==> config.mk <==
export PLATFORM = sky130hd
export DESIGN_NAME = acp_port
export DESIGN_NICKNAME = d
export VERILOG_FILES = /design/src/include/acp_pkg.sv /design/src/design/acp_port.sv /design/src/design/acp_sync.sv /design/src/design/acp_regs.sv
export SDC_FILE = /design/constraint.sdc
export NUM_CORES = 1
export LEC_CHECK = 0
export ABC_CLOCK_PERIOD_IN_PS = 2500
export BUFFER_PORTS_ARGS = -buffer_cell sky130_fd_sc_hd__buf_4
export CORE_MARGIN = 5
export CORE_UTILIZATION = 53
export DETAILED_ROUTE_END_ITERATION = 12
export PLACE_DENSITY = 0.83
export SETUP_SLACK_MARGIN = 0.5
export SYNTH_ARGS = -nofsm -noshare
export SYNTH_HDL_FRONTEND = slang
export SYNTH_SLANG_ARGS = --single-unit
export TNS_END_PERCENT = 10
==> constraint.sdc <==
create_clock -name clk -period 2.5 [get_ports clk]
set_input_delay 0 -clock clk [delete_from_list [all_inputs] [get_ports clk]]
set_output_delay 0 -clock clk [all_outputs]
set_load 0.01 [all_outputs]
==> src/include/acp_pkg.sv <==
// package: constants, register map and state type of the converter config serial port
// How it works
// - while select_n is high every serial clock and data edge is ignored.
// - a frame opens as soon as select_n is low; its bits are taken as serial clock rises.
// - select_n held low forever keeps a streaming frame going; counted frames end and wait in done.
// - select_n may go high at a byte boundary; the frame resumes afterwards.
// - with select_n high the data pin driver is released.
// - every frame begins with sixteen instruction bits shifted in first.
// - the two length bits fix one, two, three bytes or streaming.
// - the first instruction bit chooses read or write for the frame.
// - the data pin is driven only in the data phase and the done state of reads.
// - serial clock and select_n are inputs only, driven by the host.
// - all register data moves in eight-bit words.
// - data bits go msb first after reset, lsb first when configured.
// - shadowed writes apply together when transfer is written; transfer then self-clears.
`default_nettype none
package acp_pkg;
    // ------------------------------------------------------------------
    // serial register space
    // ------------------------------------------------------------------
    localparam int ADDR_W = 13;
    localparam logic [12:0] REG_CFG = 13'h0000;
    localparam logic [12:0] REG_ID = 13'h0001;
    localparam logic [12:0] REG_GRADE = 13'h0002;
    localparam logic [12:0] REG_XFER = 13'h00ff;
    localparam logic [12:0] SHADOW_FIRST = 13'h0008;
    localparam logic [12:0] SHADOW_LAST = 13'h000f;
    localparam int SHADOW_N = 8;
    localparam logic [7:0] CFG_RESET = 8'h18;
    localparam logic [7:0] SHADOW_RESET = 8'h00;
    localparam int CFG_LSB_HI = 6;
    localparam int CFG_LSB_LO = 1;
    localparam int CFG_SRST_HI = 5;
    localparam int CFG_SRST_LO = 2;
    localparam int XFER_BIT = 0;
    // ------------------------------------------------------------------
    // instruction layout and counts
    // ------------------------------------------------------------------
    localparam int INSTR_RW = 15;
    localparam int INSTR_LEN_HI = 14;
    localparam int INSTR_LEN_LO = 13;
    localparam logic [3:0] INSTR_LAST = 4'hf;
    localparam logic [2:0] BYTE_LAST = 3'h7;
    localparam logic [1:0] LEN_STREAM = 2'h3;
    // ------------------------------------------------------------------
    // wishbone map
    // ------------------------------------------------------------------
    localparam logic [7:0] WB_STATUS = 8'h00;
    localparam logic [7:0] WB_CTRL = 8'h04;
    localparam logic [7:0] WB_ACTIVE_FIRST = 8'h20;
    localparam logic [7:0] WB_ACTIVE_LAST = 8'h3c;
    localparam logic CTRL_EN_RESET = 1'b1;
    localparam logic [2:0] SYNC_RESET = 3'h2;
    typedef enum logic [1:0]
    {
        ST_IDLE = 2'h0,
        ST_INSTR = 2'h1,
        ST_DATA = 2'h3,
        ST_DONE = 2'h2
    } acp_state_t;
endpackage : acp_pkg
`default_nettype wire

==> src/design/acp_port.sv <==
// module: three-wire serial configuration port with wishbone status/control
//
// Our own choices: the address map and register access over Wishbone.
`timescale 1ns/1ps
`default_nettype none
module acp_port
#(
    parameter logic [7:0] CHIP_ID = 8'h5a
)
(
    input wire logic clk,
    input wire logic nrst,
    input wire logic sclk,
    input wire logic select_n,
    input wire logic sdio_in,
    output logic sdio_out,
    output logic sdio_oe,
    input wire logic wb_cyc_i,
    input wire logic wb_stb_i,
    input wire logic wb_we_i,
    input wire logic [7:0] wb_adr_i,
    input wire logic [3:0] wb_sel_i,
    input wire logic [31:0] wb_dat_i,
    output logic [31:0] wb_dat_o,
    output logic wb_ack_o
);
    import acp_pkg::*;
    logic sclk_s;
    logic seln_s;
    logic sdio_s;
    logic sclk_d_reg;
    logic sel_d_reg;
    logic seln_eff;
    logic sclk_rise;
    logic sclk_fall;
    logic sel_rise;
    acp_state_t state_reg;
    logic [3:0] bit_cnt_reg;
    logic [15:0] instr_reg;
    logic [15:0] instr_next;
    logic rw_reg;
    logic [1:0] len_reg;
    logic [12:0] addr_reg;
    logic [1:0] bytes_left_reg;
    logic [7:0] instr_cnt_reg;
    logic byte_end;
    logic instr_end;
    logic byte_final;
    logic [7:0] rx_byte_reg;
    logic [7:0] byte_next;
    logic [7:0] tx_byte_reg;
    logic load_tx_reg;
    logic armed_reg;
    logic sdio_out_reg;
    logic oe_reg;
    logic wr_en_reg;
    logic [12:0] wr_addr_reg;
    logic [7:0] wr_data_reg;
    logic [7:0] rd_data;
    logic lsb_first;
    logic [7:0] act_data;
    logic port_en_reg;
    logic ack_reg;
    logic [31:0] dat_reg;
    logic wb_hit;
    // ------------------------------------------------------------------
    // pin sampling and edge detection
    // ------------------------------------------------------------------
    // host-driven pins are inputs only; all three cross into clk first
    acp_sync #(.W(3), .RESET_VAL(SYNC_RESET)) u_sync
    (
        .clk(clk),
        .nrst(nrst),
        .async_in({sdio_in, select_n, sclk}),
        .sync_out({sdio_s, seln_s, sclk_s})
    );
    // a disabled port behaves exactly as if select_n were high
    assign seln_eff = seln_s | ~port_en_reg;
    assign sclk_rise = sclk_s & ~sclk_d_reg & ~seln_eff;
    assign sclk_fall = ~sclk_s & sclk_d_reg & ~seln_eff;
    assign sel_rise = seln_eff & ~sel_d_reg;
    // previous sampled levels for edge finding
    always_ff @(posedge clk or negedge nrst)
    begin
        if (!nrst)
        begin
            sclk_d_reg <= 1'b0;
            sel_d_reg <= 1'b1;
        end
        else
        begin
            sclk_d_reg <= sclk_s;
            sel_d_reg <= seln_eff;
        end
    end
    // bit position inside a byte for the chosen shift order
    function automatic logic [2:0] bit_pos(input logic [3:0] cnt, input logic lsb);
        bit_pos = lsb ? cnt[2:0] : (BYTE_LAST - cnt[2:0]);
    endfunction : bit_pos
    // ------------------------------------------------------------------
    // frame sequencing
    // ------------------------------------------------------------------
    assign instr_next = {instr_reg[14:0], sdio_s};
    assign instr_end = (state_reg == ST_INSTR) && sclk_rise && (bit_cnt_reg == INSTR_LAST);
    assign byte_end = (state_reg == ST_DATA) && sclk_rise && (bit_cnt_reg[2:0] == BYTE_LAST);
    // streaming never runs out; counted lengths end after the last byte
    assign byte_final = (len_reg != LEN_STREAM) && (bytes_left_reg == 2'h0);
    // state and bit counter
    always_ff @(posedge clk or negedge nrst)
    begin
        if (!nrst)
        begin
            state_reg <= ST_IDLE;
            bit_cnt_reg <= 4'h0;
        end
        else if (sel_rise)
        begin
            // a stall is kept only on a byte boundary with bits already taken
            if (state_reg == ST_DONE || bit_cnt_reg[2:0] != 3'h0
                || (state_reg == ST_INSTR && bit_cnt_reg == 4'h0))
            begin
                state_reg <= ST_IDLE;
                bit_cnt_reg <= 4'h0;
            end
        end
        else
        begin
            case (state_reg)
                ST_IDLE:
                begin
                    bit_cnt_reg <= 4'h0;
                    if (!seln_eff)
                        state_reg <= ST_INSTR;
                end
                ST_INSTR:
                begin
                    if (instr_end)
                    begin
                        state_reg <= ST_DATA; // sixteen bits before data
                        bit_cnt_reg <= 4'h0;
                    end
                    else if (sclk_rise)
                        bit_cnt_reg <= bit_cnt_reg + 4'h1;
                end
                ST_DATA:
                begin
                    if (byte_end)
                    begin
                        bit_cnt_reg <= 4'h0; // eight-bit words
                        if (byte_final)
                            state_reg <= ST_DONE;
                    end
                    else if (sclk_rise)
                        bit_cnt_reg <= bit_cnt_reg + 4'h1;
                end
                default:
                begin
                    state_reg <= ST_DONE; // waits for select_n to rise
                end
            endcase
        end
    end
    // instruction fields, address stepping and byte count
    always_ff @(posedge clk or negedge nrst)
    begin
        if (!nrst)
        begin
            instr_reg <= 16'h0000;
            rw_reg <= 1'b0;
            len_reg <= 2'h0;
            addr_reg <= 13'h0000;
            bytes_left_reg <= 2'h0;
            instr_cnt_reg <= 8'h00;
        end
        else if (state_reg == ST_INSTR && sclk_rise)
        begin
            instr_reg <= instr_next;
            if (bit_cnt_reg == INSTR_LAST)
            begin
                rw_reg <= instr_next[INSTR_RW];
                len_reg <= instr_next[INSTR_LEN_HI:INSTR_LEN_LO];
                bytes_left_reg <= instr_next[INSTR_LEN_HI:INSTR_LEN_LO];
                addr_reg <= instr_next[12:0];
                instr_cnt_reg <= instr_cnt_reg + 8'h01;
            end
        end
        else if (byte_end)
        begin
            // msb-first walks down the map, lsb-first walks up
            addr_reg <= lsb_first ? addr_reg + 13'h0001 : addr_reg - 13'h0001;
            if (bytes_left_reg != 2'h0)
                bytes_left_reg <= bytes_left_reg - 2'h1;
        end
    end
    // ------------------------------------------------------------------
    // write path
    // ------------------------------------------------------------------
    always_comb
    begin
        byte_next = rx_byte_reg;
        byte_next[bit_pos(bit_cnt_reg, lsb_first)] = sdio_s;
    end
    // data bits are taken on rising edges only
    always_ff @(posedge clk or negedge nrst)
    begin
        if (!nrst)
            rx_byte_reg <= 8'h00;
        else if (state_reg == ST_DATA && sclk_rise)
            rx_byte_reg <= byte_next;
    end
    // one write strobe per completed byte of a write frame
    always_ff @(posedge clk or negedge nrst)
    begin
        if (!nrst)
        begin
            wr_en_reg <= 1'b0;
            wr_addr_reg <= 13'h0000;
            wr_data_reg <= 8'h00;
        end
        else
        begin
            wr_en_reg <= byte_end && !rw_reg;
            if (byte_end)
            begin
                wr_addr_reg <= addr_reg;
                wr_data_reg <= byte_next;
            end
        end
    end
    acp_regs #(.CHIP_ID(CHIP_ID), .GRADE(8'h00)) u_regs
    (
        .clk(clk),
        .nrst(nrst),
        .wr_en(wr_en_reg),
        .wr_addr(wr_addr_reg),
        .wr_data(wr_data_reg),
        .rd_addr(addr_reg),
        .rd_data(rd_data),
        .lsb_first(lsb_first),
        .act_idx(wb_adr_i[4:2]),
        .act_data(act_data)
    );
    // ------------------------------------------------------------------
    // read path
    // ------------------------------------------------------------------
    // byte is fetched one cycle after the address settles, long before a fall
    always_ff @(posedge clk or negedge nrst)
    begin
        if (!nrst)
        begin
            load_tx_reg <= 1'b0;
            tx_byte_reg <= 8'h00;
        end
        else
        begin
            load_tx_reg <= instr_end || byte_end;
            if (load_tx_reg)
                tx_byte_reg <= rd_data;
        end
    end
    // read bits change after falling edges so the host samples on rising
    always_ff @(posedge clk or negedge nrst)
    begin
        if (!nrst)
        begin
            sdio_out_reg <= 1'b0;
            armed_reg <= 1'b0;
        end
        else if (state_reg == ST_IDLE)
            armed_reg <= 1'b0;
        else if (state_reg == ST_DATA && rw_reg && sclk_fall)
        begin
            sdio_out_reg <= tx_byte_reg[bit_pos(bit_cnt_reg, lsb_first)];
            armed_reg <= 1'b1;
        end
    end
    // driver on only in the data or done state of a read while selected
    always_ff @(posedge clk or negedge nrst)
    begin
        if (!nrst)
            oe_reg <= 1'b0;
        else
            oe_reg <= (state_reg == ST_DATA || state_reg == ST_DONE) && rw_reg
                && armed_reg && !seln_eff;
    end
    assign sdio_out = sdio_out_reg;
    assign sdio_oe = oe_reg;
    // ------------------------------------------------------------------
    // wishbone slave: ack one cycle after the request is seen
    // ------------------------------------------------------------------
    assign wb_hit = wb_cyc_i && wb_stb_i && !ack_reg;
    always_ff @(posedge clk or negedge nrst)
    begin
        if (!nrst)
        begin
            ack_reg <= 1'b0;
            port_en_reg <= CTRL_EN_RESET;
        end
        else
        begin
            ack_reg <= wb_hit;
            if (wb_hit && wb_we_i && wb_adr_i == WB_CTRL && wb_sel_i[0])
                port_en_reg <= wb_dat_i[0];
        end
    end
    // read data; unmapped words answer zero
    always_ff @(posedge clk or negedge nrst)
    begin
        if (!nrst)
            dat_reg <= 32'h0000_0000;
        else if (wb_hit && !wb_we_i)
        begin
            if (wb_adr_i == WB_STATUS)
                dat_reg <= {16'h0000, instr_cnt_reg, 5'h00, port_en_reg, lsb_first,
                    (state_reg != ST_IDLE)};
            else if (wb_adr_i == WB_CTRL)
                dat_reg <= {31'h0000_0000, port_en_reg};
            else if (wb_adr_i >= WB_ACTIVE_FIRST && wb_adr_i <= WB_ACTIVE_LAST
                && wb_adr_i[1:0] == 2'h0)
                dat_reg <= {24'h00_0000, act_data};
            else
                dat_reg <= 32'h0000_0000;
        end
    end
    assign wb_ack_o = ack_reg;
    assign wb_dat_o = dat_reg;
endmodule : acp_port
`default_nettype wire

==> src/design/acp_sync.sv <==
// module: two-stage synchroniser for the serial pins
`timescale 1ns/1ps
`default_nettype none
module acp_sync
#(
    parameter int W = 3,
    parameter logic [2:0] RESET_VAL = 3'h0
)
(
    input wire logic clk,
    input wire logic nrst,
    input wire logic [W-1:0] async_in,
    output logic [W-1:0] sync_out
);
    // ------------------------------------------------------------------
    // one pair of flops per pin; first stage feeds only the second
    // ------------------------------------------------------------------
    genvar g;
    generate
        for (g = 0; g < W; g++)
        begin : g_bit
            logic meta_reg;
            logic stab_reg;
            // meta_reg may go metastable, so nothing but stab_reg reads it
            always_ff @(posedge clk or negedge nrst)
            begin
                if (!nrst)
                begin
                    meta_reg <= RESET_VAL[g];
                    stab_reg <= RESET_VAL[g];
                end
                else
                begin
                    meta_reg <= async_in[g];
                    stab_reg <= meta_reg;
                end
            end
            assign sync_out[g] = stab_reg;
        end
    endgenerate
endmodule : acp_sync
`default_nettype wire

==> src/design/acp_regs.sv <==
// module: byte register space with config, id, shadowed bank and transfer bit
`timescale 1ns/1ps
`default_nettype none
module acp_regs
#(
    parameter logic [7:0] CHIP_ID = 8'h5a,
    parameter logic [7:0] GRADE = 8'h00
)
(
    input wire logic clk,
    input wire logic nrst,
    input wire logic wr_en,
    input wire logic [acp_pkg::ADDR_W-1:0] wr_addr,
    input wire logic [7:0] wr_data,
    input wire logic [acp_pkg::ADDR_W-1:0] rd_addr,
    output logic [7:0] rd_data,
    output logic lsb_first,
    input wire logic [2:0] act_idx,
    output logic [7:0] act_data
);
    import acp_pkg::*;
    // chip id value above is arbitrary
    logic [7:0] cfg_reg;
    logic xfer_reg;
    logic [7:0] master_reg [SHADOW_N];
    logic [7:0] active_reg [SHADOW_N];
    logic soft_rst;
    // ------------------------------------------------------------------
    // decode shared by write and read paths
    // ------------------------------------------------------------------
    function automatic logic is_shadow(input logic [12:0] a);
        is_shadow = (a >= SHADOW_FIRST) && (a <= SHADOW_LAST);
    endfunction : is_shadow
    // either mirrored soft reset bit restores defaults; it never sticks
    assign soft_rst = wr_en && (wr_addr == REG_CFG)
        && (wr_data[CFG_SRST_HI] || wr_data[CFG_SRST_LO]);
    // nibbles are mirrored so either copy of the bit selects the order
    assign lsb_first = cfg_reg[CFG_LSB_HI] | cfg_reg[CFG_LSB_LO];
    // config register, not shadowed
    always_ff @(posedge clk or negedge nrst)
    begin
        if (!nrst)
            cfg_reg <= CFG_RESET;
        else if (soft_rst)
            cfg_reg <= CFG_RESET;
        else if (wr_en && wr_addr == REG_CFG)
            cfg_reg <= wr_data;
    end
    // transfer bit: a write of one sets it, hardware clears it next cycle
    always_ff @(posedge clk or negedge nrst)
    begin
        if (!nrst)
            xfer_reg <= 1'b0;
        else if (wr_en && wr_addr == REG_XFER && wr_data[XFER_BIT])
            xfer_reg <= 1'b1; // set wins over the self-clear
        else
            xfer_reg <= 1'b0;
    end
    // ------------------------------------------------------------------
    // shadowed bank: master copy written serially, active copy on transfer
    // ------------------------------------------------------------------
    genvar g;
    generate
        for (g = 0; g < SHADOW_N; g++)
        begin : g_shadow
            always_ff @(posedge clk or negedge nrst)
            begin
                if (!nrst)
                begin
                    master_reg[g] <= SHADOW_RESET;
                    active_reg[g] <= SHADOW_RESET;
                end
                else if (soft_rst)
                begin
                    master_reg[g] <= SHADOW_RESET;
                    active_reg[g] <= SHADOW_RESET;
                end
                else
                begin
                    if (wr_en && is_shadow(wr_addr) && wr_addr[2:0] == 3'(g))
                        master_reg[g] <= wr_data;
                    if (xfer_reg)
                        active_reg[g] <= master_reg[g]; // all together
                end
            end
        end
    endgenerate
    // read mux; unknown addresses read zero
    always_comb
    begin
        if (rd_addr == REG_CFG)
            rd_data = cfg_reg;
        else if (rd_addr == REG_ID)
            rd_data = CHIP_ID;
        else if (rd_addr == REG_GRADE)
            rd_data = GRADE;
        else if (rd_addr == REG_XFER)
            rd_data = {7'h00, xfer_reg};
        else if (is_shadow(rd_addr))
            rd_data = master_reg[rd_addr[2:0]];
        else
            rd_data = 8'h00;
    end
    assign act_data = active_reg[act_idx];
endmodule : acp_regs
`default_nettype wire

# Word-level counts from Yosys, hierarchy flattened
# Cells that the tools add are included.
# word_totals
reg_bits	268
input_bits	52
output_inout_bits	35
wordCells	255
# op_classes
n_addsub	6
n_lt_le_gt_ge	10
eq_ne	24
n_mux	78
bitwise	15
n_reduce_logical	76
# ops
op	n
two-way mux 8 bit	44
two-way mux 32 bit	2
two-way mux 13 bit	4
binary-select mux 8 bit (select 3 bit)	2
logical AND 1 bit	36
nonzero test 2 bit	15
equality test 13 x 8 -> 1 bit, second input constant	2
>= comparator 13 x 4 -> 1 bit, second input constant	2
less-or-equal comparator 13 x 4 -> 1 bit, second input constant	2
logical NOT 13 bit	2
two-way mux 2 bit	10
two-way mux 4 bit	5
equality test 3 bit, second input constant	5
adder 13 x 1 -> 13 bit, second input constant	1
equality test 13 x 1 -> 1 bit, second input constant	1
equality test 13 x 2 -> 1 bit, second input constant	1
subtractor 13 x 1 -> 13 bit, second input constant	1
!= test 3 bit, second input constant	4
one-hot mux 4 bit (3 select lines)	1
adder 8 x 1 -> 8 bit, second input constant	1
bitwise mux 8 bit	1
equality test 8 x 3 -> 1 bit, second input constant	1
>= comparator 4 bit, second input constant	2
>= comparator 8 x 6 -> 1 bit, second input constant	1
33 further kinds	63

# Depth between registers and ports, before layout
# Gate-level depths: netlist (run 1).
# depth
word_depth	9
ltp_mapped	9
mapped_depth_nobuf	7

# Hierarchy
# Synthesis (run 1) repeated with hierarchy kept, for this count alone.
# hier_totals
hier_cells	1159
hier_area_um2	12858.6
# by_module_without_submodules
mod	instances	cells_per_inst	area_per_inst_um2	seq_area_each_um2
acp_regs	1	569	6949.2	3430.8
acp_port	1	581	5734.2	2730.1
acp_sync	1	9	175.2	152.6

# Worst setup path before layout (run 1)
# Ideal clock, no wire load.
# synth_path
path_type	flip-flop to flip-flop
from	reg addr_reg[0]
to	reg addr_reg[12]
setup_ps	124
t_arrival_ps	2274
required_ps	2376
slack_ps	102
stages_incl_launch_ff	10
n_path_buf	2
period_less_slack_ps	2398
path_cell_list	dfrtp_1 -> buf_2 -> buf_2 -> inv_1 -> ha_1 -> inv_1 -> or4_4 -> o32a_1 -> mux2i_1 -> a211o_1
# synth_between
elab_chain_cells	4
elab_cells_between_ends	5
cone_classes	add/sub: 2; mux: 3
# synth_lines
element	line	text
from (decl)	acp_port.sv:43	logic [12:0] addr_reg;
from (signal assigned)	acp_port.sv:183	addr_reg <= instr_next[12:0];
from (signal assigned)	acp_port.sv:190	addr_reg <= lsb_first ? addr_reg + 13'h0001 : addr_reg - 13'h0001;
subtractor 13 x 1 -> 13 bit or adder 13 x 1 -> 13 bit (tied branches)	acp_port.sv:190	
two-way mux 13 bit *	acp_port.sv:190	
two-way mux 13 bit *	acp_port.sv:187	else if (byte_end)
two-way mux 13 bit *	acp_port.sv:175	else if (state_reg == ST_INSTR && sclk_rise)
# Every way passes the cells marked *; elsewhere a longest branch is shown, timed or not. The select of a mux whose other input is x is not followed.
# A chain may end at the register's enable or synchronous reset.

# Worst setup path after layout (run 1)
# layout_path
from	reg wr_addr_reg[8]
to	reg u_regs.master_reg[28] in the netlist's numbering
# layout_between
elab_chain_cells	5
elab_cells_between_ends	10
cone_classes	order compare: 2; mux: 1; reduce/logical: 7
# layout_lines
element	line	text
from (decl)	acp_port.sv:57	logic [12:0] wr_addr_reg;
from (signal assigned)	acp_port.sv:225	wr_addr_reg <= addr_reg;
>= comparator 13 x 4 -> 1 bit or less-or-equal comparator 13 x 4 -> 1 bit (tied branches)	acp_regs.sv:32	is_shadow = (a >= SHADOW_FIRST) && (a <= SHADOW_LAST);
logical AND 1 bit	acp_regs.sv:32	
logical AND 1 bit (2 in a row)	acp_regs.sv:80	if (wr_en && is_shadow(wr_addr) && wr_addr[2:0] == 3'(g))
nonzero test 2 bit (no line)	--	
to (signal, indexed assignment)	acp_regs.sv:81	master_reg[g] <= wr_data;
to (decl)	acp_regs.sv:25	logic [7:0] master_reg [SHADOW_N];
# Several ways; a longest one is shown, not always the timed one.

==> impl_results.html, run 1 <==
<table>
<tr><th>Metric</th><th>Value</th></tr>
<tr><th colspan="2">Floorplan</th></tr>
<tr><td>Full die area</td><td>between 0.02 and 0.03 mm²</td></tr>
<tr><td>Cell Rows</td><td>56</td></tr>
<tr><td>Die width</td><td>around 160 µm</td></tr>
<tr><td>Number of top-level design ports</td><td>87</td></tr>
<tr><td>Height of the chip</td><td>~160 µm</td></tr>
<tr><td>Core region area</td><td>0.0233 mm²</td></tr>
<tr><td>Initial Util</td><td>a little over half</td></tr>
<tr><th colspan="2">Pwr</th></tr>
<tr><td>Worst IR Drop VDD</td><td>around 570 µV</td></tr>
<tr><td>Pwr Total</td><td>between 8 and 9 mW</td></tr>
<tr><td>Leakage dissipation</td><td>around 6.7 nW</td></tr>
<tr><td>Ratio of total power to cell area</td><td>about 600 mW/mm²</td></tr>
<tr><th colspan="2">Timing</th></tr>
<tr><td>Fraction of the cycle the final worst path needs</td><td>82.6%</td></tr>
<tr><td>Fmax</td><td>between 400 and 500 MHz</td></tr>
<tr><td>RSZ-0062 raised after global routing</td><td>true</td></tr>
<tr><td>Setup WS post-layout</td><td>~0.43 ns</td></tr>
<tr><td>Final max-slew violation count</td><td>0</td></tr>
<tr><td>Endpoints failing setup</td><td>0</td></tr>
<tr><td>Number of hold-slack violations in the final timing report</td><td>0</td></tr>
<tr><td>Setup Total Neg Slack</td><td>0 ns</td></tr>
<tr><td>Worst Hold Margin</td><td>0.00982 ns</td></tr>
<tr><td>Max transition margin</td><td>51.2%</td></tr>
<tr><td>Setup Skew</td><td>between 0.01 and 0.015 ns</td></tr>
<tr><td>Minimum clock period after layout</td><td>just over 2 ns</td></tr>
<tr><td>Worst Max-Slew Pin Slew</td><td>approximately 0.73 ns</td></tr>
<tr><th colspan="2">Synth</th></tr>
<tr><td>Post-synthesis simple-gate area fraction</td><td>roughly 16%</td></tr>
<tr><td>Most frequently used flop master after synthesis</td><td>dfrtp_1</td></tr>
<tr><td>Register area share after synthesis</td><td>50.8%</td></tr>
<tr><td>Count of flip-flops with a built-in enable after synthesis</td><td>0</td></tr>
<tr><td>Post-synthesis area per instance</td><td>roughly 10 µm²</td></tr>
<tr><td>Gate count after technology mapping</td><td>around 1200</td></tr>
<tr><td>Post-synthesis cell type with the largest combined area</td><td>dfrtp_1</td></tr>
<tr><td>Synthesis-stage register bit count</td><td>approximately 250</td></tr>
<tr><td>Number of different library cells in the post-synthesis netlist</td><td>70</td></tr>
<tr><td>Top post-synthesis cells by area</td><td>dfrtp_1, nand2_1, mux2i_1</td></tr>
<tr><td>Xor-xnor portion of the synthesized cell area</td><td>less than 1%</td></tr>
<tr><td>Number of warnings reported in the yosys synthesis log</td><td>0</td></tr>
<tr><td>Cell area after synthesis</td><td>approximately 0.012 mm²</td></tr>
<tr><td>Compound-gate portion of the synthesized area</td><td>between 10% and 20%</td></tr>
<tr><td>Adder and majority gate portion of the synthesized area</td><td>between 1 and 1.5%</td></tr>
<tr><td>Portion of netlist area occupied by mux cells</td><td>between 10 and 15%</td></tr>
<tr><td>FFs w/ async S/R, synth</td><td>100%</td></tr>
<tr><td>Combinational family with the most area after synthesis</td><td>simple AND/OR/NAND/NOR gates</td></tr>
<tr><td>Area fraction of the dominant cell type after synthesis</td><td>~50%</td></tr>
<tr><th colspan="2">Cells and area</th></tr>
<tr><td>Antenna cell count</td><td>0</td></tr>
<tr><td>Layout-stage area growth over the synthesis result</td><td>16.9%</td></tr>
<tr><td>Fill cells</td><td>approximately 1700</td></tr>
<tr><td>Post-layout util</td><td>a little over three fifths</td></tr>
<tr><td>Layout Nets</td><td>1352</td></tr>
<tr><td>Fraction of layout instances using a drive strength above 1</td><td>about 20%</td></tr>
<tr><th colspan="2">Clock network</th></tr>
<tr><td>Clock root buffer master</td><td>clkbuf_16</td></tr>
<tr><td>Depth of the CTS H-tree</td><td>1</td></tr>
<tr><td>TritonCTS clock tree</td><td>yes</td></tr>
<tr><td>Worst-path clk slew</td><td>0.06 ns</td></tr>
<tr><td>CTS buffer count</td><td>26</td></tr>
<tr><td>Clock sink total</td><td>approximately 250</td></tr>
<tr><td>CTS max path bufs</td><td>3</td></tr>
<tr><td>Clock Latency Late Sink</td><td>between 0.5 and 0.6 ns</td></tr>
<tr><th colspan="2">Global routing</th></tr>
<tr><td>First-pass GRT wire length</td><td>~52000 µm</td></tr>
<tr><td>Grt total ovfl</td><td>0</td></tr>
<tr><td>Total routing resource utilization after global routing</td><td>approximately 24%</td></tr>
<tr><td>Maximum number of pins on one net before global-route repair</td><td>76</td></tr>
<tr><td>Antenna violations before repair</td><td>0</td></tr>
<tr><td>Via count of the first global-routing pass</td><td>9875</td></tr>
<tr><th colspan="2">Critical path</th></tr>
<tr><td>Worst reg2reg endpoint</td><td>u_regs.master_reg[28]</td></tr>
<tr><td>Max Fanout on Critical Path</td><td>23</td></tr>
<tr><td>Data arrival at the endpoint of the critical path</td><td>around 2.5 ns</td></tr>
<tr><td>Reg2Reg Launch Point</td><td>wr_addr_reg[8]</td></tr>
<tr><td>Kind of end point of the critical path</td><td>register</td></tr>
<tr><td>Worst Setup SP</td><td>wr_addr_reg[8]</td></tr>
<tr><td>Worst-case reg-to-reg path depth</td><td>6</td></tr>
<tr><td>Type of the worst setup path</td><td>reg2reg</td></tr>
<tr><td>Register-to-Register Setup Slack</td><td>~0.43 ns</td></tr>
<tr><td>Crit path capture</td><td>u_regs.master_reg[28]</td></tr>
<tr><td>Kind of start point of the critical path</td><td>register</td></tr>
<tr><td>Data required time at the worst endpoint</td><td>2.91 ns</td></tr>
<tr><th colspan="2">Status</th></tr>
<tr><td>Outcome</td><td>completed</td></tr>
<tr><th colspan="2">Detailed routing</th></tr>
<tr><td>First DRT Iteration DRCs</td><td>about 1100</td></tr>
<tr><td>Post-DR vias/cell</td><td>between 6 and 7</td></tr>
<tr><td>DRC errors left</td><td>0</td></tr>
<tr><td>Final wirelength</td><td>approximately 33000 µm</td></tr>
<tr><td>Pre-Repair DR Iteration Count</td><td>6</td></tr>
<tr><td>Vias</td><td>about 10000</td></tr>
<tr><td>Average wire per standard cell</td><td>roughly 20 µm</td></tr>
<tr><td>Number of antenna-violating nets in the routed design</td><td>0</td></tr>
<tr><th colspan="2">Placement</th></tr>
<tr><td>Number of input and output port buffers inserted</td><td>36</td></tr>
<tr><td>Final weighted congestion in routability-driven placement</td><td>0.853</td></tr>
<tr><td>Detailed placer's ending HPWL</td><td>between 20000 and 25000 µm</td></tr>
<tr><td>Worst-case setup slack after placement</td><td>0.235 ns</td></tr>
<tr><th colspan="2">Min path</th></tr>
<tr><td>Hold crit path type</td><td>in2async</td></tr>
<tr><th colspan="2">Job</th></tr>
<tr><td>Max cap viols</td><td>0</td></tr>
</table>
[layout make-up]
type                       instances  area (µm²)  share of cell area [%]
clock buffer                      38         776                    5.34
clock inverter                     9        83.8                   0.577
inverter                          19        81.3                   0.560
multi-input combinational        872        5810                    40.0
sequential                       252        6330                    43.6
tap                              319         399                    2.75
timing repair buffer             115        1040                    7.19
[placed cells by master, fill, tap and decap left out, types with 11 or more instances in the layout]
cell	Yosys	routed
dfrtp_1	246	238
nand2_1	229	229
nor2_1	109	104
buf_4	16	86
o21ai_0	83	81
mux2i_1	79	79
a21oi_1	68	66
mux4_2	32	32
clkbuf_16	0	28
nand3_1	24	24
mux2_2	24	24
o22ai_1	24	22
a22o_1	21	21
conb_1	1	16
inv_1	19	14
dlygate4sd3_1	0	13
ha_1	14	11
[how the worst min path moves through the flow]
stage | to | slack (ns)
floorplan | addr_reg[0] | -0.30
global placement | u_regs.master_reg[47] | 0.01
detailed placement | u_regs.active_reg[39] | 0.01
CTS | wb_dat_o[0] | 0.008
global route | u_regs.active_reg[47] | 0.06
finish | u_regs.active_reg[47] | 0.01
[synthesized netlist by cell type (3+ instances only)]
library cell / n
o221ai_1: 6
a22oi_1: 3
and2_1: 5
a21oi_1: 68
or4_1: 3
a31oi_1: 8
ha_1: 14
nor2_1: 109
buf_2: 20
o21ai_0: 83
nor2b_1: 4
dfrtp_1: 246
clkbuf_1: 49
mux2_2: 24
buf_4: 16
nor3_1: 12
nand4_1: 9
nor2_2: 4
nand2_1: 229
or3_1: 5
mux4_2: 32
o21a_1: 9
and3_1: 7
a2bb2oi_1: 4
mux2i_1: 79
buf_1: 12
or2_2: 6
dfstp_2: 6
a22o_1: 21
nand2b_1: 6
nor4_1: 6
inv_1: 19
o22ai_1: 24
nand3_1: 24
xnor2_1: 6
[critical path, cell delays in order (launching register included)]
cell     delay, ns
dfrtp_1       0.41
nor4_4        0.42
nand4_1       0.16
buf_4         0.26
or3_1         0.48
nand2_1       0.14
a21oi_1       0.09
[per-layer routing]
metal | GRT usage [%] | part of all wire (%) | vias to the layer above
met2 | 40.0 | 49 | 538
met3 | 3.61 | 8.1 | 108
met1 | 32.2 | 39 | 5064
met4 | 9.38 | 3.9 | 0
met5 | 0 | 0 | -
li1 | - | - | 4402
[power by group]
group / switching (mW) / total [mW] / internal [mW]
Clock: 1.60 / 3.85 / 2.25
Combinational: 0.373 / 0.619 / 0.246
Sequential: 0.0346 / 4.15 / 4.12
[timing repair]
item                                   in CTS  in global routing
endpoints found under the hold margin     226                  0
cloned                                      0                  4
setup endpoints to repair                 137                144
gates resized for setup                    16                 37
hold buffers                               13                  0
setup buffers                               6                 14
pin swaps                                   5                 11
[kinds of logic (layout without fill, tap and decap cells)]
| kind of cell | after synthesis | after routing |
|---|---|---|
| other cells | 1 | 16 |
| compound gates | 254 | 254 |
| xor+xnor | 8 | 8 |
| mux | 135 | 135 |
| fa+ha+maj | 14 | 14 |
| buf+inv | 119 | 181 |
| flops | 252 | 252 |
| simple gates | 444 | 445 |
[through the flow]
step                      area, µm²  std cells
after CTS                     14200       1606
after global routing          14500       1624
final                         14500       1624
after detailed placement      13100       1540
after global placement        13100       1540
after floorplan               12500       1242
No activity file was read; power rests on OpenSTA's default activity.
==> run 2: changes to the inputs <==
- ABC_AREA: unset -> 1
- ABC_CLOCK_PERIOD_IN_PS: 2500 -> 1830
- clock period: 2.5 -> 1.83 ns (I/O delays scaled with it)
==> run 2 against run 1 <==
Compared with the run above: the run now ends with hold timing, setup timing left; global-route usage increased by 4.0 points; sequential cell count did not move; total power rose by 45%; worst hold slack got worse by 0.018 ns; sequential share of layout area down 4.2 points; area after synthesis grew 2.8%; first-iteration DRC count increased by 61%; final cell count is 28% higher; via count grew 21%.
==> impl_results.html, run 2 <==
<table>
<tr><th>Metric</th><th>Value</th></tr>
<tr><th colspan="2">Status</th></tr>
<tr><td>Outcome</td><td>finished with violations</td></tr>
<tr><td>Violations in the final reports</td><td>hold timing, setup timing</td></tr>
<tr><th colspan="2">Timing</th></tr>
<tr><td>Worst Hold Margin</td><td>-0.00842 ns</td></tr>
<tr><td>Endpoints failing setup</td><td>3</td></tr>
<tr><td>Max transition margin</td><td>a little under three fifths</td></tr>
<tr><td>RSZ-0062 raised after global routing</td><td>true</td></tr>
<tr><td>Minimum clock period after layout</td><td>1.84 ns</td></tr>
<tr><td>Number of hold-slack violations in the final timing report</td><td>4</td></tr>
<tr><td>Setup Skew</td><td>between 0.01 and 0.015 ns</td></tr>
<tr><td>Fmax</td><td>around 540 MHz</td></tr>
<tr><td>Worst Max-Slew Pin Slew</td><td>about 0.66 ns</td></tr>
<tr><td>Final max-slew violation count</td><td>0</td></tr>
<tr><td>Setup WS post-layout</td><td>-0.0110 ns</td></tr>
<tr><td>Fraction of the cycle the final worst path needs</td><td>101%</td></tr>
<tr><th colspan="2">Placement</th></tr>
<tr><td>Final weighted congestion in routability-driven placement</td><td>between 0.9 and 1</td></tr>
<tr><td>Number of input and output port buffers inserted</td><td>36</td></tr>
<tr><td>Detailed placer's ending HPWL</td><td>approximately 23000 µm</td></tr>
<tr><td>Cell area after placement</td><td>0.0138 mm²</td></tr>
<tr><td>Placed Instances</td><td>between 1500 and 2000</td></tr>
<tr><th colspan="2">Pwr</th></tr>
<tr><td>Ratio of total power to cell area</td><td>777 mW/mm²</td></tr>
<tr><td>Leakage dissipation</td><td>between 8 and 9 nW</td></tr>
<tr><td>Register share of total power</td><td>between 40 and 50%</td></tr>
<tr><td>Sw Pwr</td><td>between 3 and 4 mW</td></tr>
<tr><td>Worst IR Drop VDD</td><td>722 µV</td></tr>
<tr><td>Share of power burned in the clock network</td><td>between 40% and 50%</td></tr>
<tr><td>Combinational Power Share</td><td>a little over 8%</td></tr>
<tr><td>Design internal power</td><td>between 9 and 10 mW</td></tr>
<tr><td>Switching share of power</td><td>about 24%</td></tr>
<tr><td>Pwr Total</td><td>12.5 mW</td></tr>
<tr><th colspan="2">Detailed routing</th></tr>
<tr><td>Post-DR vias/cell</td><td>~6</td></tr>
<tr><td>Pre-Repair DR Iteration Count</td><td>7</td></tr>
<tr><td>Average wire per standard cell</td><td>19.2 µm</td></tr>
<tr><td>First DRT Iteration DRCs</td><td>1834</td></tr>
<tr><td>DRC errors left</td><td>0</td></tr>
<tr><td>Number of antenna-violating nets in the routed design</td><td>0</td></tr>
<tr><td>Final wirelength</td><td>between 40000 and 50000 µm</td></tr>
<tr><td>Vias</td><td>between 10000 and 15000</td></tr>
<tr><th colspan="2">Global routing</th></tr>
<tr><td>Antenna violations before repair</td><td>0</td></tr>
<tr><td>First-pass GRT wire length</td><td>61100 µm</td></tr>
<tr><td>Via count of the first global-routing pass</td><td>11772</td></tr>
<tr><td>Grt total ovfl</td><td>0</td></tr>
<tr><td>Total routing resource utilization after global routing</td><td>about 28%</td></tr>
<tr><td>Maximum number of pins on one net before global-route repair</td><td>64</td></tr>
<tr><th colspan="2">Min path</th></tr>
<tr><td>Hold crit path type</td><td>in2async</td></tr>
<tr><th colspan="2">Critical path</th></tr>
<tr><td>Worst-case reg-to-reg path depth</td><td>12</td></tr>
<tr><td>Data arrival at the endpoint of the critical path</td><td>approximately 2.3 ns</td></tr>
<tr><td>Kind of start point of the critical path</td><td>register</td></tr>
<tr><td>Kind of end point of the critical path</td><td>register</td></tr>
<tr><td>Data required time at the worst endpoint</td><td>between 2 and 2.5 ns</td></tr>
<tr><td>Worst reg2reg endpoint</td><td>bytes_left_reg[1]</td></tr>
<tr><td>Register-to-Register Setup Slack</td><td>-0.01 ns</td></tr>
<tr><td>Reg2Reg Launch Point</td><td>port_en_reg</td></tr>
<tr><td>Type of the worst setup path</td><td>reg2reg</td></tr>
<tr><td>Max Fanout on Critical Path</td><td>8</td></tr>
<tr><th colspan="2">Cells and area</th></tr>
<tr><td>Most common cell after layout, fill and taps aside</td><td>nand2_1</td></tr>
<tr><td>Layout Nets</td><td>1808</td></tr>
<tr><td>Layout-stage area growth over the synthesis result</td><td>25.9%</td></tr>
<tr><td>Commonest cells after routing, fill and taps aside</td><td>nand2_1, dfrtp_1, inv_1, o21ai_0, nand3_1</td></tr>
<tr><td>Fill cells</td><td>1594</td></tr>
<tr><td>Register Area</td><td>~0.0063 mm²</td></tr>
<tr><td>Number of non-filler instances in the completed layout</td><td>roughly 2100</td></tr>
<tr><td>Post-layout util</td><td>between 60% and 70%</td></tr>
<tr><td>Finished Cell Area</td><td>about 0.016 mm²</td></tr>
<tr><td>Antenna cell count</td><td>0</td></tr>
<tr><td>Fraction of layout instances using a drive strength above 1</td><td>20.9%</td></tr>
<tr><td>Area taken by multi-input logic gates</td><td>slightly below 0.006 mm²</td></tr>
<tr><th colspan="2">Floorplan</th></tr>
<tr><td>Height of the chip</td><td>~170 µm</td></tr>
<tr><td>Cell Rows</td><td>56</td></tr>
<tr><td>Initial Util</td><td>approximately 54%</td></tr>
<tr><td>Core region area</td><td>around 0.024 mm²</td></tr>
<tr><td>Full die area</td><td>between 0.02 and 0.03 mm²</td></tr>
<tr><td>Number of top-level design ports</td><td>87</td></tr>
<tr><td>Die width</td><td>165 µm</td></tr>
<tr><th colspan="2">Synth</th></tr>
<tr><td>Area fraction of the dominant cell type after synthesis</td><td>48.2%</td></tr>
<tr><td>Top post-synthesis cells by area</td><td>dfrtp_1, nand2_1, o21ai_0</td></tr>
<tr><td>Post-synthesis cell type with the largest combined area</td><td>dfrtp_1</td></tr>
<tr><td>Synthesis-stage register bit count</td><td>roughly 250</td></tr>
<tr><td>Number of warnings reported in the yosys synthesis log</td><td>0</td></tr>
<tr><td>Post-synthesis area per instance</td><td>7.84 µm²</td></tr>
<tr><td>Cell area after synthesis</td><td>between 0.01 and 0.015 mm²</td></tr>
<tr><td>Register area share after synthesis</td><td>between 40% and 50%</td></tr>
<tr><td>Most frequently used cell type in the post-synthesis netlist</td><td>nand2_1</td></tr>
<tr><td>FFs w/ async S/R, synth</td><td>100%</td></tr>
<tr><td>Gate count after technology mapping</td><td>around 1600</td></tr>
<tr><td>Commonest cells in the netlist</td><td>nand2_1, dfrtp_1, o21ai_0</td></tr>
<tr><td>Count of flip-flops with a built-in enable after synthesis</td><td>0</td></tr>
<tr><td>Most frequently used flop master after synthesis</td><td>dfrtp_1</td></tr>
<tr><td>Number of different library cells in the post-synthesis netlist</td><td>40</td></tr>
<tr><th colspan="2">Clock network</th></tr>
<tr><td>Clock sink total</td><td>approximately 250</td></tr>
<tr><td>CTS max path bufs</td><td>3</td></tr>
<tr><td>Clock root buffer master</td><td>clkbuf_16</td></tr>
<tr><td>Clock Latency Late Sink</td><td>between 0.5 and 0.6 ns</td></tr>
<tr><td>Worst-path clk slew</td><td>about 0.060 ns</td></tr>
<tr><td>Depth of the CTS H-tree</td><td>1</td></tr>
<tr><td>CTS buffer count</td><td>27</td></tr>
<tr><td>TritonCTS clock tree</td><td>yes</td></tr>
<tr><th colspan="2">Job</th></tr>
<tr><td>Max cap viols</td><td>0</td></tr>
</table>
run 2: changes by cell type after synthesis, sizes merged, moves of 43 or more:
| cell | delta |
|---|---|
| nor2 | +43 |
| inv | +183 |
| o21ai | +139 |
| nand3 | +114 |
| nand2 | +181 |
| mux2i | -79 |
run 2: worst max path at each step:
stage               cells after the start  slack, ns                     to               from
floorplan                               9       0.23  u_regs.active_reg[11]    wr_addr_reg[11]
CTS                                     8       0.04  u_regs.master_reg[36]     wr_addr_reg[9]
global route                           12      -0.11               sdio_out  u_regs.cfg_reg[1]
global placement                       11       0.04      bytes_left_reg[0]        port_en_reg
detailed placement                      8      -0.02   u_regs.master_reg[3]     wr_addr_reg[9]
finish                                 12      -0.01      bytes_left_reg[1]        port_en_reg
run 2: power groups by stage:
stage | clock, mW | sequential (mW) | combinational, mW
final | 5.78 | 5.67 | 1.04
after floorplan | 0 | 5.77 | 0.497
after CTS | 5.80 | 5.66 | 0.939
after global routing | 6.06 | 5.67 | 1.14
after detailed placement | 0 | 5.77 | 0.862
after global placement | 0 | 5.77 | 0.829
run 2: repair_timing:
action / CTS / global route
cloned: 14 / 4
resized for setup: 114 / 60
buffers inserted: 23 / 7
endpoints found under the setup margin: 239 / 242
pin swaps: 15 / 14
hold buffers: 15 / 0
endpoints found under the hold margin: 261 / 0
run 2: metal layers:
metal | part of all wire (%) | GRT usage (%) | up-vias
met4 | 6.3 | 13.5 | 0
met2 | 47 | 46.6 | 882
li1 | - | - | 5426
met5 | 0 | 0 | -
met3 | 10 | 4.84 | 205
met1 | 36 | 35.9 | 5736
run 2: cell families after synthesis:
| family | count (synthesis) | synth area share [%] |
|---|---|---|
| flip-flops | 252 | 49.5 |
| XOR/XNOR | 13 | 0.892 |
| buffers and inverters | 293 | 9.41 |
| other | 1 | 0.0294 |
| multiplexers | 33 | 2.91 |
| AND/OR/NAND/NOR | 736 | 24.1 |
| AO/OA/AOI/OAI | 287 | 11.9 |
| adder cells (fa/ha/maj) | 14 | 1.37 |
run 2: final cells by class:
class                           count  share of cell area [%]
Multi-Input combinational cell   1100                    36.5
Inverter                          205                    5.22
Clock inverter                     14                    1.10
Sequential cell                   252                    39.4
Tap cell                          319                    2.48
Clock buffer                       36                    4.79
Timing Repair inverter              3                   0.156
Timing Repair Buffer              153                    10.4
run 2: critical path: stages (launching register included):
cell	delay (ns)
dfstp_2	0.54
inv_2	0.04
nor2_4	0.15
nand2_4	0.09
nor2_4	0.16
nand2_4	0.10
nand2_4	0.13
nand2_8	0.09
buf_12	0.14
clkinv_16	0.07
nand2_8	0.06
nor2_4	0.10
a21oi_2	0.05
run 2: per-stage QoR:
stage	worst slack, ns	TNS (ns)
2_1_floorplan	0.231	0
3_3_place_gp	0.0429	0
3_5_place_dp	-0.0174	-0.0260
4_1_cts	0.0354	0
5_1_grt	-0.115	-2.05
6_report	-0.0110	-0.0301
